File: src/design/sram_host_map.svh
// Purpose: named constants for the sram host controller
// Assumes: 100 MHz system clock
// Notes: times in ns, flag valid in tenths of ns; access and flag-valid cycle counts derived from them
`ifndef SRAM_HOST_MAP_SVH
`define SRAM_HOST_MAP_SVH
`define SYS_CLK_PERIOD_NS 10
`define FLAG_VALID_NS 86
`define FLAG_VALID_DIV 10
// least time rounds up: 8.6 ns -> cycles
`define FLAG_VALID_CYC ((`FLAG_VALID_NS + `FLAG_VALID_DIV * `SYS_CLK_PERIOD_NS - 1) \
    / (`FLAG_VALID_DIV * `SYS_CLK_PERIOD_NS))
`define ACCESS_NS 20
`define ACCESS_CYC ((`ACCESS_NS + `SYS_CLK_PERIOD_NS - 1) / `SYS_CLK_PERIOD_NS)
`define SETTLE_CYC_DEFAULT 8
`define ADDR_W 19
`define DATA_W 32
`define ADDR_ZERO 19'h00000
`define DATA_ZERO 32'h00000000
`endif

File: src/design/sram_host_pkg.sv
// Purpose: types for the sram host controller
// Assumes: nothing
// Notes: gray codes on every step but the exits of rsample and done
package sram_host_pkg;
    typedef enum logic [3:0] {
        st_idle = 4'h0,
        st_read = 4'h1,
        st_rsample = 4'h3,
        st_write = 4'h2,
        st_deselect = 4'h6,
        st_drive_off = 4'h7,
        st_settle = 4'h5,
        st_reselect = 4'h4,
        st_recover = 4'hc,
        st_done = 4'hd
    } state_t;
endpackage
File: src/design/cycle_timer.sv
// Purpose: down counter giving a done pulse after a loaded count
// Assumes: load and count synchronous to the clock
// Notes: count of zero finishes on the next edge
`timescale 1ns/1ps
`default_nettype none
module cycle_timer #(
    parameter int WIDTH = 8
) (
    input wire logic i_sys_clk,
    input wire logic i_rst_n,
    input wire logic i_load,
    input wire logic [WIDTH-1:0] i_count,
    output logic o_done
);
    typedef struct packed {
        logic [WIDTH-1:0] cnt;
        logic run;
        logic done;
    } timer_t;
    timer_t r;
    timer_t next_r;
    // load wins over counting
    always_comb
    begin
        next_r = r;
        next_r.done = 1'b0;
        if (i_load)
        begin
            next_r.cnt = i_count;
            next_r.run = 1'b1;
        end
        else if (r.run)
        begin
            if (r.cnt == '0)
            begin
                next_r.run = 1'b0;
                next_r.done = 1'b1;
            end
            else
            begin
                next_r.cnt = r.cnt - 1'b1;
            end
        end
    end
    always_ff @(posedge i_sys_clk or negedge i_rst_n)
    begin
        if (!i_rst_n)
            r <= '0;
        else
            r <= next_r;
    end
    assign o_done = r.done;
endmodule
`default_nettype wire

File: src/design/sram_host_ctrl.sv
// Purpose: host controller driving an asynchronous edac sram by its pins
// Assumes: pin inputs synchronous to i_sys_clk; external pull-down on flag
// Notes: one access at a time; flag error starts the clearing sequence
// Functional notes
// - read data driven only with output enable low; host asserts it to read
// - selected, enable and strobe high with flag high is edac access; avoid it
// - flag stays latched until host resets it low
// - host deselects first, only then raises output enable
// - host stays deselected until flag settles low
// - while deselected host moves address to last error-free location
// - reselect with enable high, then enable-controlled read at good address
`timescale 1ns/1ps
`default_nettype none
`include "sram_host_map.svh"
module sram_host_ctrl #(
    parameter int ADDR_W = `ADDR_W,
    parameter int DATA_W = `DATA_W,
    parameter int SETTLE_CYC = `SETTLE_CYC_DEFAULT,
    parameter int TW = 8
) (
    input wire logic i_sys_clk,
    input wire logic i_rst_n,
    input wire logic i_req,
    input wire logic i_we,
    input wire logic [ADDR_W-1:0] i_addr,
    input wire logic [DATA_W-1:0] i_wdata,
    input wire logic i_err_ack,
    output logic o_busy,
    output logic o_rvalid,
    output logic [DATA_W-1:0] o_rdata,
    output logic o_err,
    output logic [ADDR_W-1:0] o_err_addr,
    output logic o_recovered,
    output logic [ADDR_W-1:0] o_addr,
    output logic o_chip_select_active_low,
    output logic o_chip_select_active_high,
    output logic o_write_strobe_n,
    output logic o_output_drive_enable_n,
    output logic [DATA_W-1:0] o_dq,
    output logic o_dq_oe,
    input wire logic [DATA_W-1:0] i_dq,
    input wire logic i_bit_error_flag
);
    typedef struct packed {
        sram_host_pkg::state_t st;
        logic busy;
        logic rvalid;
        logic [DATA_W-1:0] rdata;
        logic err;
        logic [ADDR_W-1:0] err_addr;
        logic [ADDR_W-1:0] good_addr;
        logic recovered;
        logic [ADDR_W-1:0] addr;
        logic cs_n;
        logic cs;
        logic we_n;
        logic oe_n;
        logic [DATA_W-1:0] dq;
        logic dq_oe;
    } ctrl_t;
    ctrl_t r;
    ctrl_t next_r;
    logic tload;
    logic [TW-1:0] tcount;
    logic tdone;
    // one shared wait timer for access, settle and flag-valid delays
    cycle_timer #(.WIDTH(TW)) u_timer (
        .i_sys_clk(i_sys_clk),
        .i_rst_n(i_rst_n),
        .i_load(tload),
        .i_count(tcount),
        .o_done(tdone)
    );
    // sequencing of the pins; idle is scrub standby with enable high
    always_comb
    begin
        next_r = r;
        tload = 1'b0;
        tcount = '0;
        next_r.rvalid = 1'b0;
        next_r.recovered = 1'b0;
        if (i_err_ack)
            next_r.err = 1'b0;
        unique case (r.st)
            sram_host_pkg::st_idle:
            begin
                next_r.busy = 1'b0;
                next_r.cs_n = 1'b0;
                next_r.cs = 1'b0;
                next_r.oe_n = 1'b1;
                next_r.we_n = 1'b1;
                next_r.dq_oe = 1'b0;
                if (i_req)
                begin
                    next_r.busy = 1'b1;
                    next_r.addr = i_addr;
                    next_r.cs = 1'b1;
                    tload = 1'b1;
                    tcount = TW'(`ACCESS_CYC);
                    if (i_we)
                    begin
                        // strobe low on the same edge as select keeps edac access out of reach
                        next_r.we_n = 1'b0;
                        next_r.dq = i_wdata;
                        next_r.dq_oe = 1'b1;
                        next_r.st = sram_host_pkg::st_write;
                    end
                    else
                    begin
                        next_r.oe_n = 1'b0;
                        next_r.st = sram_host_pkg::st_read;
                    end
                end
            end
            sram_host_pkg::st_read:
            begin
                if (tdone)
                    next_r.st = sram_host_pkg::st_rsample;
            end
            sram_host_pkg::st_rsample:
            begin
                next_r.rdata = i_dq;
                next_r.rvalid = 1'b1;
                if (i_bit_error_flag)
                begin
                    next_r.err = 1'b1;
                    next_r.err_addr = r.addr;
                    next_r.cs = 1'b0; // deselect while enable still low
                    next_r.st = sram_host_pkg::st_deselect;
                end
                else
                begin
                    next_r.good_addr = r.addr;
                    next_r.cs = 1'b0;
                    next_r.oe_n = 1'b1;
                    next_r.st = sram_host_pkg::st_idle;
                end
            end
            sram_host_pkg::st_write:
            begin
                if (tdone)
                begin
                    // strobe rises and select drops on the same edge, both end together at pins
                    next_r.we_n = 1'b1;
                    next_r.cs = 1'b0;
                    next_r.good_addr = r.addr;
                    next_r.st = sram_host_pkg::st_idle;
                end
            end
            sram_host_pkg::st_deselect:
            begin
                next_r.oe_n = 1'b1;
                next_r.addr = r.good_addr;
                tload = 1'b1;
                tcount = TW'(SETTLE_CYC);
                next_r.st = sram_host_pkg::st_drive_off;
            end
            sram_host_pkg::st_drive_off:
            begin
                next_r.st = sram_host_pkg::st_settle;
            end
            sram_host_pkg::st_settle:
            begin
                if (tdone)
                begin
                    next_r.cs = 1'b1; // reselect, enable high
                    next_r.st = sram_host_pkg::st_reselect;
                end
            end
            sram_host_pkg::st_reselect:
            begin
                next_r.oe_n = 1'b0;
                tload = 1'b1;
                tcount = TW'(`FLAG_VALID_CYC);
                next_r.st = sram_host_pkg::st_recover;
            end
            sram_host_pkg::st_recover:
            begin
                if (tdone)
                    next_r.st = sram_host_pkg::st_done;
            end
            sram_host_pkg::st_done:
            begin
                // flag must read low now; device back in normal read state
                next_r.recovered = !i_bit_error_flag;
                next_r.cs = 1'b0;
                next_r.oe_n = 1'b1;
                next_r.st = sram_host_pkg::st_idle;
            end
            default:
            begin
                next_r.st = sram_host_pkg::st_idle;
            end
        endcase
    end
    // the active-low select is raised only in reset, so scrub keeps running
    always_ff @(posedge i_sys_clk or negedge i_rst_n)
    begin
        if (!i_rst_n)
        begin
            r <= '0;
            r.st <= sram_host_pkg::st_idle;
            r.cs_n <= 1'b1; // standby without scrub in reset
            r.we_n <= 1'b1;
            r.oe_n <= 1'b1;
            r.addr <= `ADDR_ZERO;
            r.dq <= `DATA_ZERO;
        end
        else
        begin
            r <= next_r;
        end
    end
    assign o_busy = r.busy;
    assign o_rvalid = r.rvalid;
    assign o_rdata = r.rdata;
    assign o_err = r.err;
    assign o_err_addr = r.err_addr;
    assign o_recovered = r.recovered;
    assign o_addr = r.addr;
    assign o_chip_select_active_low = r.cs_n;
    assign o_chip_select_active_high = r.cs;
    assign o_write_strobe_n = r.we_n;
    assign o_output_drive_enable_n = r.oe_n;
    assign o_dq = r.dq;
    assign o_dq_oe = r.dq_oe;
endmodule
`default_nettype wire

File: config.mk
export PLATFORM = sky130hd
export DESIGN_NAME = sram_host_ctrl
export DESIGN_NICKNAME = d
export VERILOG_FILES = /design/src/design/sram_host_pkg.sv /design/src/design/cycle_timer.sv /design/src/design/sram_host_ctrl.sv
export VERILOG_INCLUDE_DIRS = /design/src /design/src/design
export SDC_FILE = /design/constraint.sdc
export NUM_CORES = 1
export LEC_CHECK = 0
export BUFFER_PORTS_ARGS = -buffer_cell sky130_fd_sc_hd__buf_2
export CAP_MARGIN = 20
export CORE_MARGIN = 8
export CORE_UTILIZATION = 25
export DETAILED_ROUTE_END_ITERATION = 16
export GPL_ROUTABILITY_DRIVEN = 0
export GPL_TIMING_DRIVEN = 1
export HOLD_SLACK_MARGIN = 0.1
export PLACE_DENSITY_LB_ADDON = 0.1
export SYNTH_ARGS = -nofsm -noshare
export SYNTH_HDL_FRONTEND = slang
export SYNTH_SLANG_ARGS = --single-unit
File: constraint.sdc
create_clock -name i_sys_clk -period 1.67 [get_ports i_sys_clk]
set_input_delay 0.167 -clock i_sys_clk [delete_from_list [all_inputs] [get_ports i_sys_clk]]
set_output_delay 0.167 -clock i_sys_clk [all_outputs]
set_load 0.05 [all_outputs]
-- After elaboration in Yosys (flattened, before gate mapping)
Index checks and enable logic that the tools add are counted.
- register bits after elaboration: 144
- input port bits: 89
- output and inout bits: 111
- logic and storage cells: 92
- add/sub/neg operators: 1
- eq/ne operators: 16
- muxes and demuxes: 36
- reductions and logical operators: 21
- operators by type and width (kind ; number):
    19-bit case mux with 2 select lines ; 2
    19-bit 2-to-1 mux ; 3
    53-bit 2-to-1 mux ; 1
    36-bit 2-to-1 mux ; 1
    4-bit case mux with 9 select lines ; 1
    33-bit 2-to-1 mux ; 1
    20-bit 2-to-1 mux ; 1
    4-bit by 3-bit == test with 1-bit output, second input constant ; 4
    4-bit 2-to-1 mux ; 4
    4-bit case mux with 3 select lines ; 1
    10-bit 2-to-1 mux ; 1
    2-bit AND reduction ; 5
    9-bit 2-to-1 mux ; 1
    3-bit AND reduction ; 3
    4-bit by 2-bit == test with 1-bit output, second input constant ; 2
    4-bit == test, second input constant ; 2
    8-bit zero test ; 1
    1-bit 2-to-1 mux ; 8
    2-bit 2-to-1 mux ; 4
    8-bit 2-to-1 mux ; 1
    2-bit by 1-bit inequality test with 1-bit output, second input constant ; 4
    1-bit case mux with 4 select lines ; 2
    2-bit nonzero test ; 4
    4-bit nonzero test ; 2
    other kinds (10) ; 15

-- Longest topological paths before layout
Gate-level depths: netlist of run 1.
- depth in word-level cells: 5
- gate-level depth with buffers: 7
- gate-level depth less buffers: 6

-- Cells and area by module
From an unflattened synthesis of run 1, not the netlist that was laid out.
- cell total of the unflattened synthesis: 560
- area total of the unflattened synthesis: 6981.7 um^2
- modules (own cells, without submodules) (module ; instances ; cells each ; area each (um^2) ; sequential area each (um^2)):
    sram_host_ctrl ; 1 ; 487 ; 6327.3 ; 3357.0
    cycle_timer ; 1 ; 73 ; 654.4 ; 250.2

-- Worst setup path after synthesis of run 1
Ideal clock, no wire load.
- kind: register -> register
- start point: register r[131] in the netlist's numbering
- end point: register u_timer.r[2] in the netlist's numbering
- setup time: 0.125 ns
- data arrival time: 1.590 ns
- data required time: 1.545 ns
- path slack: -0.045 ns
- stages on the path, launching flop included: 6
- path buffers: 1
- period minus slack after synthesis: 1.715 ns
- path through: dfrtp_1 -> buf_6 -> nor4_4 -> nand2_2 -> a32o_1 -> mux2_2
- cells in the longest elaborated chain, start to end: 5
- elaborated cells between the ends (all ways): 10
- classes of those cells: 3 x eq/ne; 3 x mux; 4 x reduce/logical
- ends and longest elaborated chain (item ; RTL line ; text):
    start: declaration ; sram_host_ctrl.sv:61 ; ctrl_t r;
    start signal: assignment ; sram_host_ctrl.sv:211 ; r <= next_r;
    4-bit by 3-bit == test with 1-bit output ; sram_host_ctrl.sv:84 ; unique case (r.st)
    2-bit OR reduction (no source line) ; - ;
    1-bit case mux with 2 select lines ; sram_host_ctrl.sv:84 ;
    2-bit inequality test (no source line) / 2-bit nonzero test (equally long branches) ; - ;
    2-bit AND reduction (no source line) ; - ;
    end signal: assignment ; cycle_timer.sv:50 ; r <= next_r;
    end: declaration ; cycle_timer.sv:20 ; timer_t r;
Parallel ways exist; a longest one is shown, timed or not.
A chain may end at the register's enable or synchronous reset.

-- Worst setup path after layout of run 1
- start point: register r[130] in the netlist's numbering
- end point: register r, in the netlist o_dq[13]
- cells in the longest elaborated chain, start to end: 2
- ends and longest elaborated chain (item ; RTL line):
    4-bit zero test ; sram_host_ctrl.sv:84
    3-bit AND reduction (no source line) ; -
Every way passes these cells.

==> impl_metrics.prom, run 1 <==
# TYPE chip_impl_metric gauge
chip_impl_info{name="outcome",value="complete, no violations"} 1
chip_impl_metric{name="global_route.usage.met1",unit=""} 0.140
chip_impl_metric{name="grt_max_degree",unit=""} 43
chip_impl_metric{name="htreeDepth",unit=""} 4
chip_impl_metric{name="syn-mean-instance-area",unit="um^2"} 12.6
chip_impl_metric{name="final_nets",unit=""} 844
chip_impl_metric{name="max_slew.worst_pin.slew",unit="ps"} 466
chip_impl_metric{name="maxSlewViolCount",unit=""} 0
chip_impl_metric{name="avgViaCountPerCell",unit=""} 4.17
chip_impl_metric{name="ant_nets",unit=""} 0
chip_impl_info{name="mostFrequentLayoutCells",value="198 x sky130_fd_sc_hd__buf_2, 139 x sky130_fd_sc_hd__dfrtp_1, 87 x sky130_fd_sc_hd__dlygate4sd3_1"} 1
chip_impl_info{name="worst_setup_path_startpoint",value="r[130]$_DFFE_PN0P_"} 1
chip_impl_info{name="cts_tree",value="yes"} 1
chip_impl_metric{name="clock_tree.buffer_depth",unit=""} 2
chip_impl_metric{name="final.setup.worst_slack",unit="ps"} 51.6
chip_impl_metric{name="synthCells",unit=""} 538
chip_impl_metric{name="clkTransAtPathRegs",unit="ps"} 70
chip_impl_metric{name="timing.final.hold_violations",unit=""} 0
chip_impl_metric{name="synth_xor_area_frac",unit=""} 0.00259
chip_impl_metric{name="synth_fa_ha_area_frac",unit=""} 0.00185
chip_impl_metric{name="groute.usage.overall",unit=""} 0.110
chip_impl_metric{name="initial_antenna_violation_count",unit=""} 1
chip_impl_metric{name="slew-limit-headroom",unit=""} 0.689
chip_impl_metric{name="final_cell_area",unit="mm^2"} 0.00923
chip_impl_metric{name="multi_input_gate_area",unit="mm^2"} 0.00230
chip_impl_metric{name="io_pins",unit=""} 200
chip_impl_metric{name="die_w",unit="um"} 181
chip_impl_info{name="mostFrequentLayoutCell",value="sky130_fd_sc_hd__buf_2"} 1
chip_impl_metric{name="grt_util_met3",unit=""} 0.0395
chip_impl_info{name="clock-root-buffer",value="sky130_fd_sc_hd__clkbuf_16"} 1
chip_impl_metric{name="grt_util_met2",unit=""} 0.173
chip_impl_info{name="synth_top_family_by_area",value="multiplexers"} 1
chip_impl_info{name="criticalPathCategory",value="register to register"} 1
chip_impl_metric{name="reg2regPathDepth",unit=""} 5
chip_impl_info{name="worstReg2RegEnd",value="o_dq[13]$_DFFE_PN0P_"} 1
chip_impl_metric{name="area_growth",unit="%"} 36.3
chip_impl_metric{name="number_of_enable_flip_flop_cells_after_synthesis",unit=""} 0
chip_impl_metric{name="fp.dieH",unit="um"} 181
chip_impl_metric{name="post-route-period-util",unit=""} 0.969
chip_impl_metric{name="crit_required",unit="ps"} 1970
chip_impl_metric{name="worst_ep_arrival_time",unit="ps"} 1920
chip_impl_metric{name="grt_pass1_vias",unit=""} 5217
chip_impl_metric{name="placedInstanceArea",unit="mm^2"} 0.00766
chip_impl_metric{name="initial_core_util",unit=""} 0.253
chip_impl_metric{name="power_leakage",unit="nW"} 4.82
chip_impl_metric{name="yosys_warning_total",unit=""} 0
chip_impl_metric{name="final_core_util",unit=""} 0.344
chip_impl_metric{name="whs",unit="ps"} 248
chip_impl_metric{name="filler_cell_count",unit=""} 2684
chip_impl_metric{name="period_minus_slack",unit="ps"} 1620
chip_impl_metric{name="insertion_delay",unit="ps"} 420
chip_impl_metric{name="number_of_rows_in_the_core_area",unit=""} 60
chip_impl_info{name="timing.critical_path.cells",value="nor4_4 > buf_4 > nand3_4 > buf_12 > mux2_4"} 1
chip_impl_metric{name="synth_compound_area_frac",unit=""} 0.0528
chip_impl_metric{name="fin_worst_skew",unit="ps"} 8.44
chip_impl_metric{name="critical_path_buf_inv_count",unit=""} 2
chip_impl_metric{name="place.detailed.instances",unit=""} 984
chip_impl_metric{name="max_cap_violations",unit=""} 0
chip_impl_metric{name="timing.reg2reg.setup_slack",unit="ps"} 50
chip_impl_info{name="busiest_layer",value="met2"} 1
chip_impl_metric{name="post_synthesis_cell_type_count",unit=""} 52
chip_impl_metric{name="setup_viol",unit=""} 0
chip_impl_metric{name="core",unit="mm^2"} 0.0268
chip_impl_metric{name="die_area",unit="mm^2"} 0.0326
chip_impl_metric{name="initialDrtViolationCount",unit=""} 135
chip_impl_metric{name="tritoncts.num_buffers",unit=""} 17
chip_impl_metric{name="final_layout_size_suffix_gt1_frac",unit=""} 0.505
chip_impl_info{name="critical-path-slowest-cell",value="sky130_fd_sc_hd__dfrtp_1"} 1
chip_impl_metric{name="async_reset_ff_frac",unit=""} 1.00
chip_impl_metric{name="routedWlPerCell",unit="um"} 15.8
chip_impl_metric{name="slowest_delay",unit="ps"} 420
chip_impl_metric{name="detailedPlacementHpwl",unit="um"} 12400
chip_impl_metric{name="synth_mux_area_frac",unit=""} 0.215
chip_impl_metric{name="post_layout_nonfiller_instances",unit=""} 1109
chip_impl_info{name="worstReg2RegStart",value="r[130]$_DFFE_PN0P_"} 1
chip_impl_metric{name="power_density",unit="mW/mm^2"} 844
chip_impl_metric{name="ff_latch_area",unit="mm^2"} 0.00361
chip_impl_metric{name="dp_worst_setup_slack",unit="ps"} -11.2
chip_impl_info{name="rsz0062_at_grt",value="true"} 1
chip_impl_metric{name="wire_length_of_the_first_global_routing_pass",unit="um"} 29200
chip_impl_info{name="end_kind",value="register"} 1
chip_impl_metric{name="dr_total_vias",unit=""} 4628
chip_impl_metric{name="peakVddDrop",unit="uV"} 437
chip_impl_metric{name="remaining_drc_errors",unit=""} 0
chip_impl_metric{name="first_pass_iters",unit=""} 4
chip_impl_info{name="critPathLaunchType",value="register"} 1
chip_impl_info{name="postSynth.topFlopCell",value="sky130_fd_sc_hd__dfrtp_1"} 1
chip_impl_metric{name="placement.io_buffers",unit=""} 199
chip_impl_metric{name="synthesis.area",unit="mm^2"} 0.00677
chip_impl_info{name="crit_family",value="flip-flops"} 1
chip_impl_metric{name="synthesized_nets",unit=""} 628
chip_impl_metric{name="timing.fmax",unit="MHz"} 618
chip_impl_metric{name="setup-tns-final",unit="ps"} 0
chip_impl_metric{name="worstSetupPathDepth",unit=""} 5
chip_impl_metric{name="p_total",unit="mW"} 7.79
chip_impl_metric{name="global_route.overflow_total",unit=""} 0
chip_impl_metric{name="cp_max_fo",unit=""} 26
chip_impl_metric{name="clock-sinks",unit=""} 144
chip_impl_metric{name="route.final.wire_length",unit="um"} 17500
chip_impl_info{name="worst_hold_path_type",value="input port to asynchronous set/reset pin"} 1
chip_impl_metric{name="synth.ff_latch_count",unit=""} 144
chip_impl_metric{name="synth.yosys.seq_area_share",unit=""} 0.533
chip_impl_metric{name="synth_simple_gate_area_share",unit=""} 0.0576
==> worst max path at each step <==
stage	endpoint	slack (ps)
3_5_place_dp	u_timer.r[5]$_DFFE_PN0P_	-10
2_1_floorplan	o_dq[13]$_DFFE_PN0P_	-10
6_report	o_dq[13]$_DFFE_PN0P_	50
4_1_cts	o_rdata[2]$_DFFE_PN0P_	4
3_3_place_gp	o_rdata[28]$_DFFE_PN0P_	10
5_1_grt	u_timer.r[3]$_DFFE_PN0P_	-7
==> cell usage after synthesis, drive strengths merged, types with 6 or more instances <==
cell type  instances  area share
buf              120        0.13
mux2i             20       0.030
a21oi              8      0.0059
nor2              13      0.0072
clkbuf             6      0.0033
nand2             27       0.015
nand2b             6      0.0055
dfrtp            141        0.52
o21ai             33       0.024
inv                8      0.0044
mux2             105        0.19
==> final cells by class <==
| cell class | count | area share |
|---|---|---|
| Sequential cell | 144 | 0.391 |
| Inverter | 8 | 0.00325 |
| Timing Repair Buffer | 323 | 0.245 |
| Tap cell | 341 | 0.0462 |
| Clock inverter | 14 | 0.0184 |
| Antenna cell | 1 | 0.000271 |
| Multi-Input combinational cell | 260 | 0.250 |
| Clock buffer | 18 | 0.0465 |
==> report_power, final <==
group | internal [mW] | switching [mW] | total [mW]
Sequential | 3.49 | 0.000585 | 3.49
Clock | 2.26 | 1.66 | 3.92
Combinational | 0.228 | 0.151 | 0.379
Total | 5.98 | 1.81 | 7.79
==> cells by family after synthesis <==
logic type / count (synthesis)
AND/OR/NAND/NOR: 72
flip-flops: 144
buffers and inverters: 134
adder cells (fa/ha/maj): 1
multiplexers: 125
XOR/XNOR: 2
AO/OA/AOI/OAI: 60
==> what timing repair did <==
action                                 CTS  global route
endpoints found under the hold margin  184             0
cloned                                   0             0
resized for setup                        0            16
hold buffers                            87             0
setup buffers                            3             2
setup endpoints to repair               13            57
pin swaps                                1             2
==> metal layers <==
| layer | vias to the layer above | wire length, um |
|---|---|---|
| li1 | 2190 | - |
| met1 | 2271 | 8240 |
| met2 | 155 | 7990 |
| met3 | 12 | 1110 |
| met4 | 0 | 143 |
| met5 | - | 0 |
==> state kept, by name, indices dropped and copies added (netlist names), 9 cells and up <==
signal / flops
o_dq: 32
o_rdata: 32
r: 23
o_addr: 19
o_err_addr: 19
u_timer.r: 9
Note: power is estimated with default switching activity, not from simulation.
==> inputs of run 2 (changes only) <==
--- a/config.mk
+++ b/config.mk
@@ -6,6 +6,7 @@
 export SDC_FILE = /design/constraint.sdc
 export NUM_CORES = 1
 export LEC_CHECK = 0
+export ABC_AREA = 1
 export BUFFER_PORTS_ARGS = -buffer_cell sky130_fd_sc_hd__buf_2
 export CAP_MARGIN = 20
 export CORE_MARGIN = 8
==> run 2 against run 1 <==
Core utilization fell by 0.63 points. Synthesized cell count up 50%. Largest cell class unchanged. First-iteration DRC count is 85% higher. Largest power group is now combinational cells. Critical endpoint is now u_timer.r[6]$_DFFE_PN0P_. Synthesized area decreased by 0.91%. Highest routed layer is now met5.
==> impl_metrics.prom, run 2 <==
# TYPE chip_impl_metric gauge
chip_impl_info{name="outcome",value="complete, no violations"} 1
chip_impl_info{name="mostFrequentLayoutCell",value="sky130_fd_sc_hd__nand2_1"} 1
chip_impl_metric{name="global_route.usage.met1",unit=""} 0.151
chip_impl_metric{name="routedWlPerCell",unit="um"} 14.2
chip_impl_info{name="busiest_layer",value="met2"} 1
chip_impl_metric{name="timing.final.hold_violations",unit=""} 0
chip_impl_metric{name="power_leakage",unit="nW"} 4.74
chip_impl_info{name="critPathLaunchType",value="register"} 1
chip_impl_metric{name="worstSetupPathDepth",unit=""} 10
chip_impl_metric{name="filler_cell_count",unit=""} 2792
chip_impl_metric{name="wire_length_of_the_first_global_routing_pass",unit="um"} 31900
chip_impl_metric{name="final_layout_size_suffix_gt1_frac",unit=""} 0.271
chip_impl_metric{name="insertion_delay",unit="ps"} 420
chip_impl_metric{name="global_route.overflow_total",unit=""} 0
chip_impl_metric{name="antenna_cells",unit=""} 0
chip_impl_metric{name="dp_worst_setup_slack",unit="ps"} 82.1
chip_impl_info{name="cts_tree",value="yes"} 1
chip_impl_metric{name="yosys_warning_total",unit=""} 0
chip_impl_metric{name="power_density",unit="mW/mm^2"} 2140
chip_impl_metric{name="timing.reg2reg.setup_slack",unit="ps"} 160
chip_impl_metric{name="async_reset_ff_frac",unit=""} 1.00
chip_impl_metric{name="placement.io_buffers",unit=""} 199
chip_impl_metric{name="max_cap_violations",unit=""} 0
chip_impl_metric{name="place.detailed.instances",unit=""} 1250
chip_impl_metric{name="avgViaCountPerCell",unit=""} 3.99
chip_impl_metric{name="setup-tns-final",unit="ps"} 0
chip_impl_info{name="cpMostUsedCell",value="sky130_fd_sc_hd__nand2_1"} 1
chip_impl_metric{name="dr_total_vias",unit=""} 5458
chip_impl_info{name="criticalPathCategory",value="register to register"} 1
chip_impl_metric{name="p_sw_frac",unit=""} 0.494
chip_impl_metric{name="slew-limit-headroom",unit=""} 0.748
chip_impl_metric{name="fp.dieH",unit="um"} 180
chip_impl_metric{name="clock-sinks",unit=""} 144
chip_impl_metric{name="remaining_drc_errors",unit=""} 0
chip_impl_metric{name="proportion_of_power_drawn_by_combinational_gates",unit=""} 0.482
chip_impl_metric{name="detailedPlacementHpwl",unit="um"} 13400
chip_impl_metric{name="reg2regPathDepth",unit=""} 10
chip_impl_info{name="critical-path-slowest-cell",value="sky130_fd_sc_hd__dfrtp_1"} 1
chip_impl_metric{name="grt_pass1_vias",unit=""} 5782
chip_impl_metric{name="crit_required",unit="ps"} 1970
chip_impl_metric{name="cts.repair_timing.setup_buffer_count",unit=""} 0
chip_impl_metric{name="first_pass_iters",unit=""} 4
chip_impl_info{name="worst_setup_path_startpoint",value="u_timer.r[2]$_DFFE_PN0P_"} 1
chip_impl_metric{name="p_total",unit="mW"} 19.3
chip_impl_metric{name="power.net_switching",unit="mW"} 9.53
chip_impl_metric{name="period_minus_slack",unit="ps"} 1510
chip_impl_metric{name="fin_worst_skew",unit="ps"} 14.5
chip_impl_info{name="synth_largest_area_cell",value="sky130_fd_sc_hd__dfrtp_1"} 1
chip_impl_metric{name="synthCells",unit=""} 807
chip_impl_info{name="crit_family",value="flip-flops"} 1
chip_impl_metric{name="clock_tree.buffer_depth",unit=""} 2
chip_impl_metric{name="share_clk_of_total_power",unit=""} 0.207
chip_impl_metric{name="synth.ff_latch_count",unit=""} 144
chip_impl_metric{name="synthesized_nets",unit=""} 897
chip_impl_info{name="rsz0062_at_grt",value="false"} 1
chip_impl_metric{name="grt_max_degree",unit=""} 56
chip_impl_metric{name="timing.fmax",unit="MHz"} 663
chip_impl_metric{name="synth_top_area_share",unit=""} 0.526
chip_impl_metric{name="seq_power_share",unit=""} 0.310
chip_impl_metric{name="cp_max_fo",unit=""} 5
chip_impl_metric{name="initial_antenna_violation_count",unit=""} 1
chip_impl_metric{name="ff_latch_area",unit="mm^2"} 0.00361
chip_impl_info{name="clock-root-buffer",value="sky130_fd_sc_hd__clkbuf_16"} 1
chip_impl_info{name="worstReg2RegStart",value="u_timer.r[2]$_DFFE_PN0P_"} 1
chip_impl_metric{name="maxSlewViolCount",unit=""} 0
chip_impl_info{name="mostFrequentLayoutCells",value="327 x sky130_fd_sc_hd__nand2_1, 198 x sky130_fd_sc_hd__buf_2, 141 x sky130_fd_sc_hd__dfrtp_1"} 1
chip_impl_metric{name="initial_core_util",unit=""} 0.252
chip_impl_metric{name="htreeDepth",unit=""} 4
chip_impl_metric{name="critical_path_buf_inv_count",unit=""} 3
chip_impl_info{name="worstReg2RegEnd",value="u_timer.r[6]$_DFFE_PN0P_"} 1
chip_impl_metric{name="syn-mean-instance-area",unit="um^2"} 8.32
chip_impl_metric{name="die_w",unit="um"} 180
chip_impl_metric{name="final_nets",unit=""} 1103
chip_impl_metric{name="grt_util_met2",unit=""} 0.206
chip_impl_metric{name="ant_nets",unit=""} 0
chip_impl_metric{name="route.final.wire_length",unit="um"} 19400
chip_impl_metric{name="number_of_rows_in_the_core_area",unit=""} 60
chip_impl_metric{name="post_synthesis_cell_type_count",unit=""} 30
chip_impl_info{name="timing.critical_path.cells",value="inv_1 > ha_2 > nand2_1 > inv_1 > nand2_1 > nand2_1 > nand2_1 > buf_4 > nand2_1 > o21ai_0"} 1
chip_impl_info{name="worst_hold_path_type",value="input port to register"} 1
chip_impl_metric{name="grt_util_met3",unit=""} 0.0325
chip_impl_metric{name="setup_viol",unit=""} 0
chip_impl_metric{name="tritoncts.num_buffers",unit=""} 17
chip_impl_metric{name="number_of_enable_flip_flop_cells_after_synthesis",unit=""} 0
chip_impl_metric{name="peakVddDrop",unit="uV"} 663
chip_impl_metric{name="post_layout_nonfiller_instances",unit=""} 1367
chip_impl_metric{name="post-route-period-util",unit=""} 0.903
chip_impl_info{name="synthTopCellsByCount",value="327 x sky130_fd_sc_hd__nand2_1, 141 x sky130_fd_sc_hd__dfrtp_1, 103 x sky130_fd_sc_hd__buf_4"} 1
chip_impl_info{name="end_kind",value="register"} 1
chip_impl_metric{name="final.setup.worst_slack",unit="ps"} 162
chip_impl_info{name="critPathCapture",value="u_timer.r[6]$_DFFE_PN0P_"} 1
chip_impl_metric{name="synthesis.area",unit="mm^2"} 0.00671
chip_impl_metric{name="area_growth",unit="%"} 34.3
chip_impl_metric{name="core",unit="mm^2"} 0.0267
chip_impl_metric{name="max_slew.worst_pin.slew",unit="ps"} 378
chip_impl_metric{name="worst_ep_arrival_time",unit="ps"} 1810
chip_impl_info{name="leading_cell_types_by_total_area_after_synthesis",value="sky130_fd_sc_hd__dfrtp_1 53%, sky130_fd_sc_hd__nand2_1 18%, sky130_fd_sc_hd__buf_4 12%"} 1
chip_impl_metric{name="power.internal",unit="mW"} 9.77
chip_impl_metric{name="groute.usage.overall",unit=""} 0.122
chip_impl_info{name="postSynth.topFlopCell",value="sky130_fd_sc_hd__dfrtp_1"} 1
chip_impl_metric{name="clkTransAtPathRegs",unit="ps"} 70
chip_impl_metric{name="die_area",unit="mm^2"} 0.0323
chip_impl_metric{name="synth.yosys.seq_area_share",unit=""} 0.537
chip_impl_metric{name="initialDrtViolationCount",unit=""} 250
chip_impl_metric{name="multi_input_gate_area",unit="mm^2"} 0.00202
chip_impl_metric{name="slowest_delay",unit="ps"} 400
chip_impl_metric{name="io_pins",unit=""} 200
chip_impl_info{name="cell_with_the_most_instances_after_synthesis",value="sky130_fd_sc_hd__nand2_1"} 1
run 2: cell count changes after synthesis, sizes merged, moves of 12 or more:
| cell | delta |
|---|---|
| nand2 | +303 |
| inv | +45 |
| nor2 | +27 |
| a21oi | +15 |
| mux2 | -105 |
| o21ai | +24 |
| mux2i | -20 |
| nand3 | +12 |
run 2: kinds of logic after synthesis:
group,after synthesis,synth area share
and+or+nand+nor,395,0.232
buffers and inverters,183,0.164
DFF,144,0.537
AOI/OAI and AO/OA,83,0.0630
xor gates and xnor gates,1,0.00130
adders and majority gates,1,0.00186
run 2: worst min path at each step:
stage | to | slack (ps) | cells after the start | start
final | o_addr[18]$_DFFE_PN0P_ | 110 | 3 | i_addr[18]
after global routing | o_addr[18]$_DFFE_PN0P_ | 120 | 3 | i_addr[18]
after CTS | o_addr[18]$_DFFE_PN0P_ | 100 | 3 | i_addr[18]
after detailed placement | o_addr[10]$_DFFE_PN0P_ | 90 | 1 | i_rst_n
after global placement | o_addr[10]$_DFFE_PN0P_ | 90 | 1 | i_rst_n
after floorplan | o_addr[0]$_DFFE_PN0P_ | -130 | 0 | i_rst_n
run 2: area by class of cell:
cell class	instances	area share
clock inverters	14	0.0189
clock buffers	18	0.0487
repair buffers	317	0.239
flip-flops and latches	144	0.400
well taps	341	0.0473
inverters	53	0.0221
multi-input cells	480	0.224
run 2: stage by stage:
stage / hold slack (ps) / area [um^2] / utilization
6_report: 110 / 9010 / 0.338
4_1_cts: 104 / 9000 / 0.338
3_5_place_dp: 89.0 / 7540 / 0.283
5_1_grt: 117 / 9010 / 0.338
2_1_floorplan: -129 / 6710 / -
3_3_place_gp: 91.6 / 7540 / 0.283
run 2: worst register-to-register path, stage by stage, from the launching register on:
cell	delay, ps
sky130_fd_sc_hd__dfrtp_1	400
sky130_fd_sc_hd__inv_1	90
sky130_fd_sc_hd__ha_2	200
sky130_fd_sc_hd__nand2_1	70
sky130_fd_sc_hd__inv_1	90
sky130_fd_sc_hd__nand2_1	70
sky130_fd_sc_hd__nand2_1	70
sky130_fd_sc_hd__nand2_1	100
sky130_fd_sc_hd__buf_4	160
sky130_fd_sc_hd__nand2_1	50
sky130_fd_sc_hd__o21ai_0	70
run 2: repair_timing:
action,in CTS,in global routing
hold buffers,85,0
hold endpoints to repair,226,0
endpoints found under the setup margin,0,26
gates resized for setup,0,3
run 2: power groups by stage:
stage | registers [mW] | logic [mW] | clock network (mW)
6_report | 5.99 | 9.31 | 4.00
5_1_grt | 6.23 | 10.1 | 4.34
4_1_cts | 6.00 | 9.45 | 4.18
3_5_place_dp | 6.04 | 9.29 | 0
3_3_place_gp | 6.09 | 9.33 | 0
2_1_floorplan | 6.03 | 8.18 | 0
run 2: per-layer routing:
| layer | vias up | part of all wire |
|---|---|---|
| met4 | 2 | 0.0092 |
| li1 | 2809 | - |
| met2 | 125 | 0.48 |
| met3 | 11 | 0.042 |
| met5 | - | 0.00067 |
| met1 | 2511 | 0.47 |
==> inputs of run 3 (changes only) <==
--- a/config.mk
+++ b/config.mk
@@ -10,7 +10,7 @@
 export BUFFER_PORTS_ARGS = -buffer_cell sky130_fd_sc_hd__buf_2
 export CAP_MARGIN = 20
 export CORE_MARGIN = 8
-export CORE_UTILIZATION = 25
+export CORE_UTILIZATION = 47
 export DETAILED_ROUTE_END_ITERATION = 16
 export GPL_ROUTABILITY_DRIVEN = 0
 export GPL_TIMING_DRIVEN = 1
==> run 3 against run 2 <==
Clock-buffer cell count is 5 higher. Largest power group unchanged. Critical endpoint is now o_addr[9]$_DFFE_PN0P_. Total power rose by 0.92%. Routed wire length fell by 7.2%.
==> impl_metrics.prom, run 3 (same netlist as run 2, synthesis figures left out) <==
# TYPE chip_impl_metric gauge
chip_impl_info{name="timing.critical_path.cells",value="nor2_2 > nand3_2 > buf_6 > nand2_2 > buf_12 > nor2_1 > a21oi_1"} 1
chip_impl_metric{name="route.final.wire_length",unit="um"} 18000
chip_impl_info{name="end_kind",value="register"} 1
chip_impl_metric{name="remaining_drc_errors",unit=""} 0
chip_impl_metric{name="critical_path_buf_inv_count",unit=""} 2
chip_impl_metric{name="timing.reg2reg.setup_slack",unit="ps"} 140
chip_impl_metric{name="slew-limit-headroom",unit=""} 0.740
chip_impl_info{name="worst_setup_path_startpoint",value="r[130]$_DFFE_PN0P_"} 1
chip_impl_metric{name="io_pins",unit=""} 200
chip_impl_metric{name="routedWlPerCell",unit="um"} 15.0
chip_impl_info{name="critPathCapture",value="o_addr[9]$_DFFE_PN0P_"} 1
chip_impl_metric{name="die_area",unit="mm^2"} 0.0184
chip_impl_metric{name="slowest_delay",unit="ps"} 440
chip_impl_metric{name="post_layout_nonfiller_instances",unit=""} 1197
chip_impl_metric{name="dr_total_vias",unit=""} 5691
chip_impl_info{name="mostFrequentLayoutCells",value="325 x sky130_fd_sc_hd__nand2_1, 198 x sky130_fd_sc_hd__buf_2, 141 x sky130_fd_sc_hd__dfrtp_1"} 1
chip_impl_metric{name="clock_tree.buffer_depth",unit=""} 2
chip_impl_metric{name="p_total",unit="mW"} 19.5
chip_impl_metric{name="die_w",unit="um"} 136
chip_impl_metric{name="detailedPlacementHpwl",unit="um"} 12100
chip_impl_metric{name="max_cap_violations",unit=""} 0
chip_impl_metric{name="tritoncts.num_buffers",unit=""} 17
chip_impl_metric{name="global_route.overflow_total",unit=""} 0
chip_impl_metric{name="setup_viol",unit=""} 0
chip_impl_info{name="mostFrequentLayoutCell",value="sky130_fd_sc_hd__nand2_1"} 1
chip_impl_metric{name="power_leakage",unit="nW"} 4.73
chip_impl_metric{name="initial_core_util",unit=""} 0.482
chip_impl_metric{name="fin_worst_skew",unit="ps"} 9.49
chip_impl_metric{name="insertion_delay",unit="ps"} 410
chip_impl_metric{name="final.setup.worst_slack",unit="ps"} 143
chip_impl_info{name="busiest_layer",value="met2"} 1
chip_impl_info{name="worstReg2RegStart",value="r[130]$_DFFE_PN0P_"} 1
chip_impl_metric{name="grt_max_degree",unit=""} 58
chip_impl_metric{name="setup-tns-final",unit="ps"} 0
chip_impl_metric{name="final_layout_size_suffix_gt1_frac",unit=""} 0.267
chip_impl_metric{name="clock-sinks",unit=""} 144
chip_impl_info{name="hp-start",value="i_addr[9]"} 1
chip_impl_info{name="cts_tree",value="yes"} 1
chip_impl_metric{name="initial_antenna_violation_count",unit=""} 0
chip_impl_info{name="critical-path-slowest-cell",value="sky130_fd_sc_hd__dfrtp_1"} 1
chip_impl_metric{name="fp.dieH",unit="um"} 136
chip_impl_metric{name="place.detailed.instances",unit=""} 1078
chip_impl_metric{name="cp_max_fo",unit=""} 22
chip_impl_metric{name="final_nets",unit=""} 1092
chip_impl_metric{name="worst_ep_arrival_time",unit="ps"} 1850
chip_impl_info{name="rsz0062_at_grt",value="true"} 1
chip_impl_metric{name="reg2regPathDepth",unit=""} 7
chip_impl_metric{name="post-route-period-util",unit=""} 0.915
chip_impl_metric{name="maxSlewViolCount",unit=""} 0
chip_impl_metric{name="grt_util_met3",unit=""} 0.0523
chip_impl_info{name="worstReg2RegEnd",value="o_addr[9]$_DFFE_PN0P_"} 1
chip_impl_metric{name="ant_nets",unit=""} 0
chip_impl_metric{name="number_of_rows_in_the_core_area",unit=""} 43
chip_impl_metric{name="avgViaCountPerCell",unit=""} 4.75
chip_impl_info{name="worst_hold_path_type",value="input port to register"} 1
chip_impl_metric{name="wire_length_of_the_first_global_routing_pass",unit="um"} 28900
chip_impl_metric{name="final_core_util",unit=""} 0.632
chip_impl_metric{name="first_pass_iters",unit=""} 5
chip_impl_info{name="crit_family",value="simple AND/OR/NAND/NOR gates"} 1
chip_impl_metric{name="crit_required",unit="ps"} 2000
chip_impl_info{name="outcome",value="complete, no violations"} 1
chip_impl_metric{name="period_minus_slack",unit="ps"} 1530
chip_impl_metric{name="peakVddDrop",unit="uV"} 1020
chip_impl_metric{name="groute.usage.overall",unit=""} 0.197
chip_impl_metric{name="grt_pass1_vias",unit=""} 5763
chip_impl_info{name="criticalPathCategory",value="register to register"} 1
chip_impl_metric{name="core",unit="mm^2"} 0.0139
chip_impl_info{name="clock-root-buffer",value="sky130_fd_sc_hd__clkbuf_16"} 1
chip_impl_metric{name="max_slew.worst_pin.slew",unit="ps"} 389
chip_impl_metric{name="clkTransAtPathRegs",unit="ps"} 60
chip_impl_metric{name="grt_util_met2",unit=""} 0.328
chip_impl_metric{name="global_route.usage.met1",unit=""} 0.245
chip_impl_metric{name="worstSetupPathDepth",unit=""} 7
chip_impl_metric{name="htreeDepth",unit=""} 4
chip_impl_metric{name="placement.io_buffers",unit=""} 199
chip_impl_metric{name="initialDrtViolationCount",unit=""} 274
chip_impl_info{name="critPathLaunchType",value="register"} 1
chip_impl_metric{name="area_growth",unit="%"} 31.2
chip_impl_metric{name="dp_worst_setup_slack",unit="ps"} 51.5
chip_impl_metric{name="cts.repair_timing.setup_buffer_count",unit=""} 0
chip_impl_metric{name="timing.fmax",unit="MHz"} 655
chip_impl_metric{name="timing.final.hold_violations",unit=""} 0
chip_impl_metric{name="power_density",unit="mW/mm^2"} 2210
[run 3: cell types whose count changed in the layout (fill, tap and decap cells not counted), sizes merged, moves of 2 or more]
cell and change:
bufinv +3, inv -7, buf -11, diode +2, clkbuf +5
[run 3: final cells by class]
| cell class | instances | area, um^2 |
|---|---|---|
| repair buffers | 305 | 2060 |
| flip-flops and latches | 144 | 3610 |
| well taps | 180 | 225 |
| clock buffers | 23 | 498 |
| inverters | 53 | 199 |
| fillers | 1149 | 5130 |
| multi-input cells | 481 | 2030 |
| clock inverters | 9 | 176 |
| diodes | 2 | 5.00 |
[run 3: worst min-delay path: stages]
cell	delay (ps)
sky130_fd_sc_hd__buf_2	110
sky130_fd_sc_hd__o21ai_0	140
sky130_fd_sc_hd__a21oi_1	70
[run 3: layer usage]
layer  wire length [um]  part of all wire
met1               7650              0.43
met5                  0                 0
met3               1190             0.066
met2               8930              0.50
met4                206             0.011
[run 3: worst min path at each step]
stage | to | cells past startpoint
3_3_place_gp | o_err_addr[11]$_DFFE_PN0P_ | 1
6_report | o_addr[9]$_DFFE_PN0P_ | 3
3_5_place_dp | o_err_addr[12]$_DFFE_PN0P_ | 1
5_1_grt | o_addr[9]$_DFFE_PN0P_ | 3
4_1_cts | o_addr[9]$_DFFE_PN0P_ | 3
2_1_floorplan | o_addr[0]$_DFFE_PN0P_ | 0
[run 3: per-stage QoR]
stage          hold WS, ps  instance area [um^2]
2_1_floorplan         -129                  6710
3_3_place_gp          88.3                  7250
3_5_place_dp          99.6                  7250
4_1_cts                102                  8770
5_1_grt                128                  8800
6_report               124                  8810
[run 3: power breakdown]
group | internal, mW | switching (mW) | leakage [nW]
clock | 2.85 | 1.41 | 0.329
combinational | 2.29 | 6.87 | 2.64
sequential | 5.05 | 1.01 | 1.76
[run 3: what timing repair did]
action,in CTS,in global routing
hold buffers,84,0
resized for setup,0,8
endpoints found under the hold margin,225,0
endpoints found under the setup margin,0,37
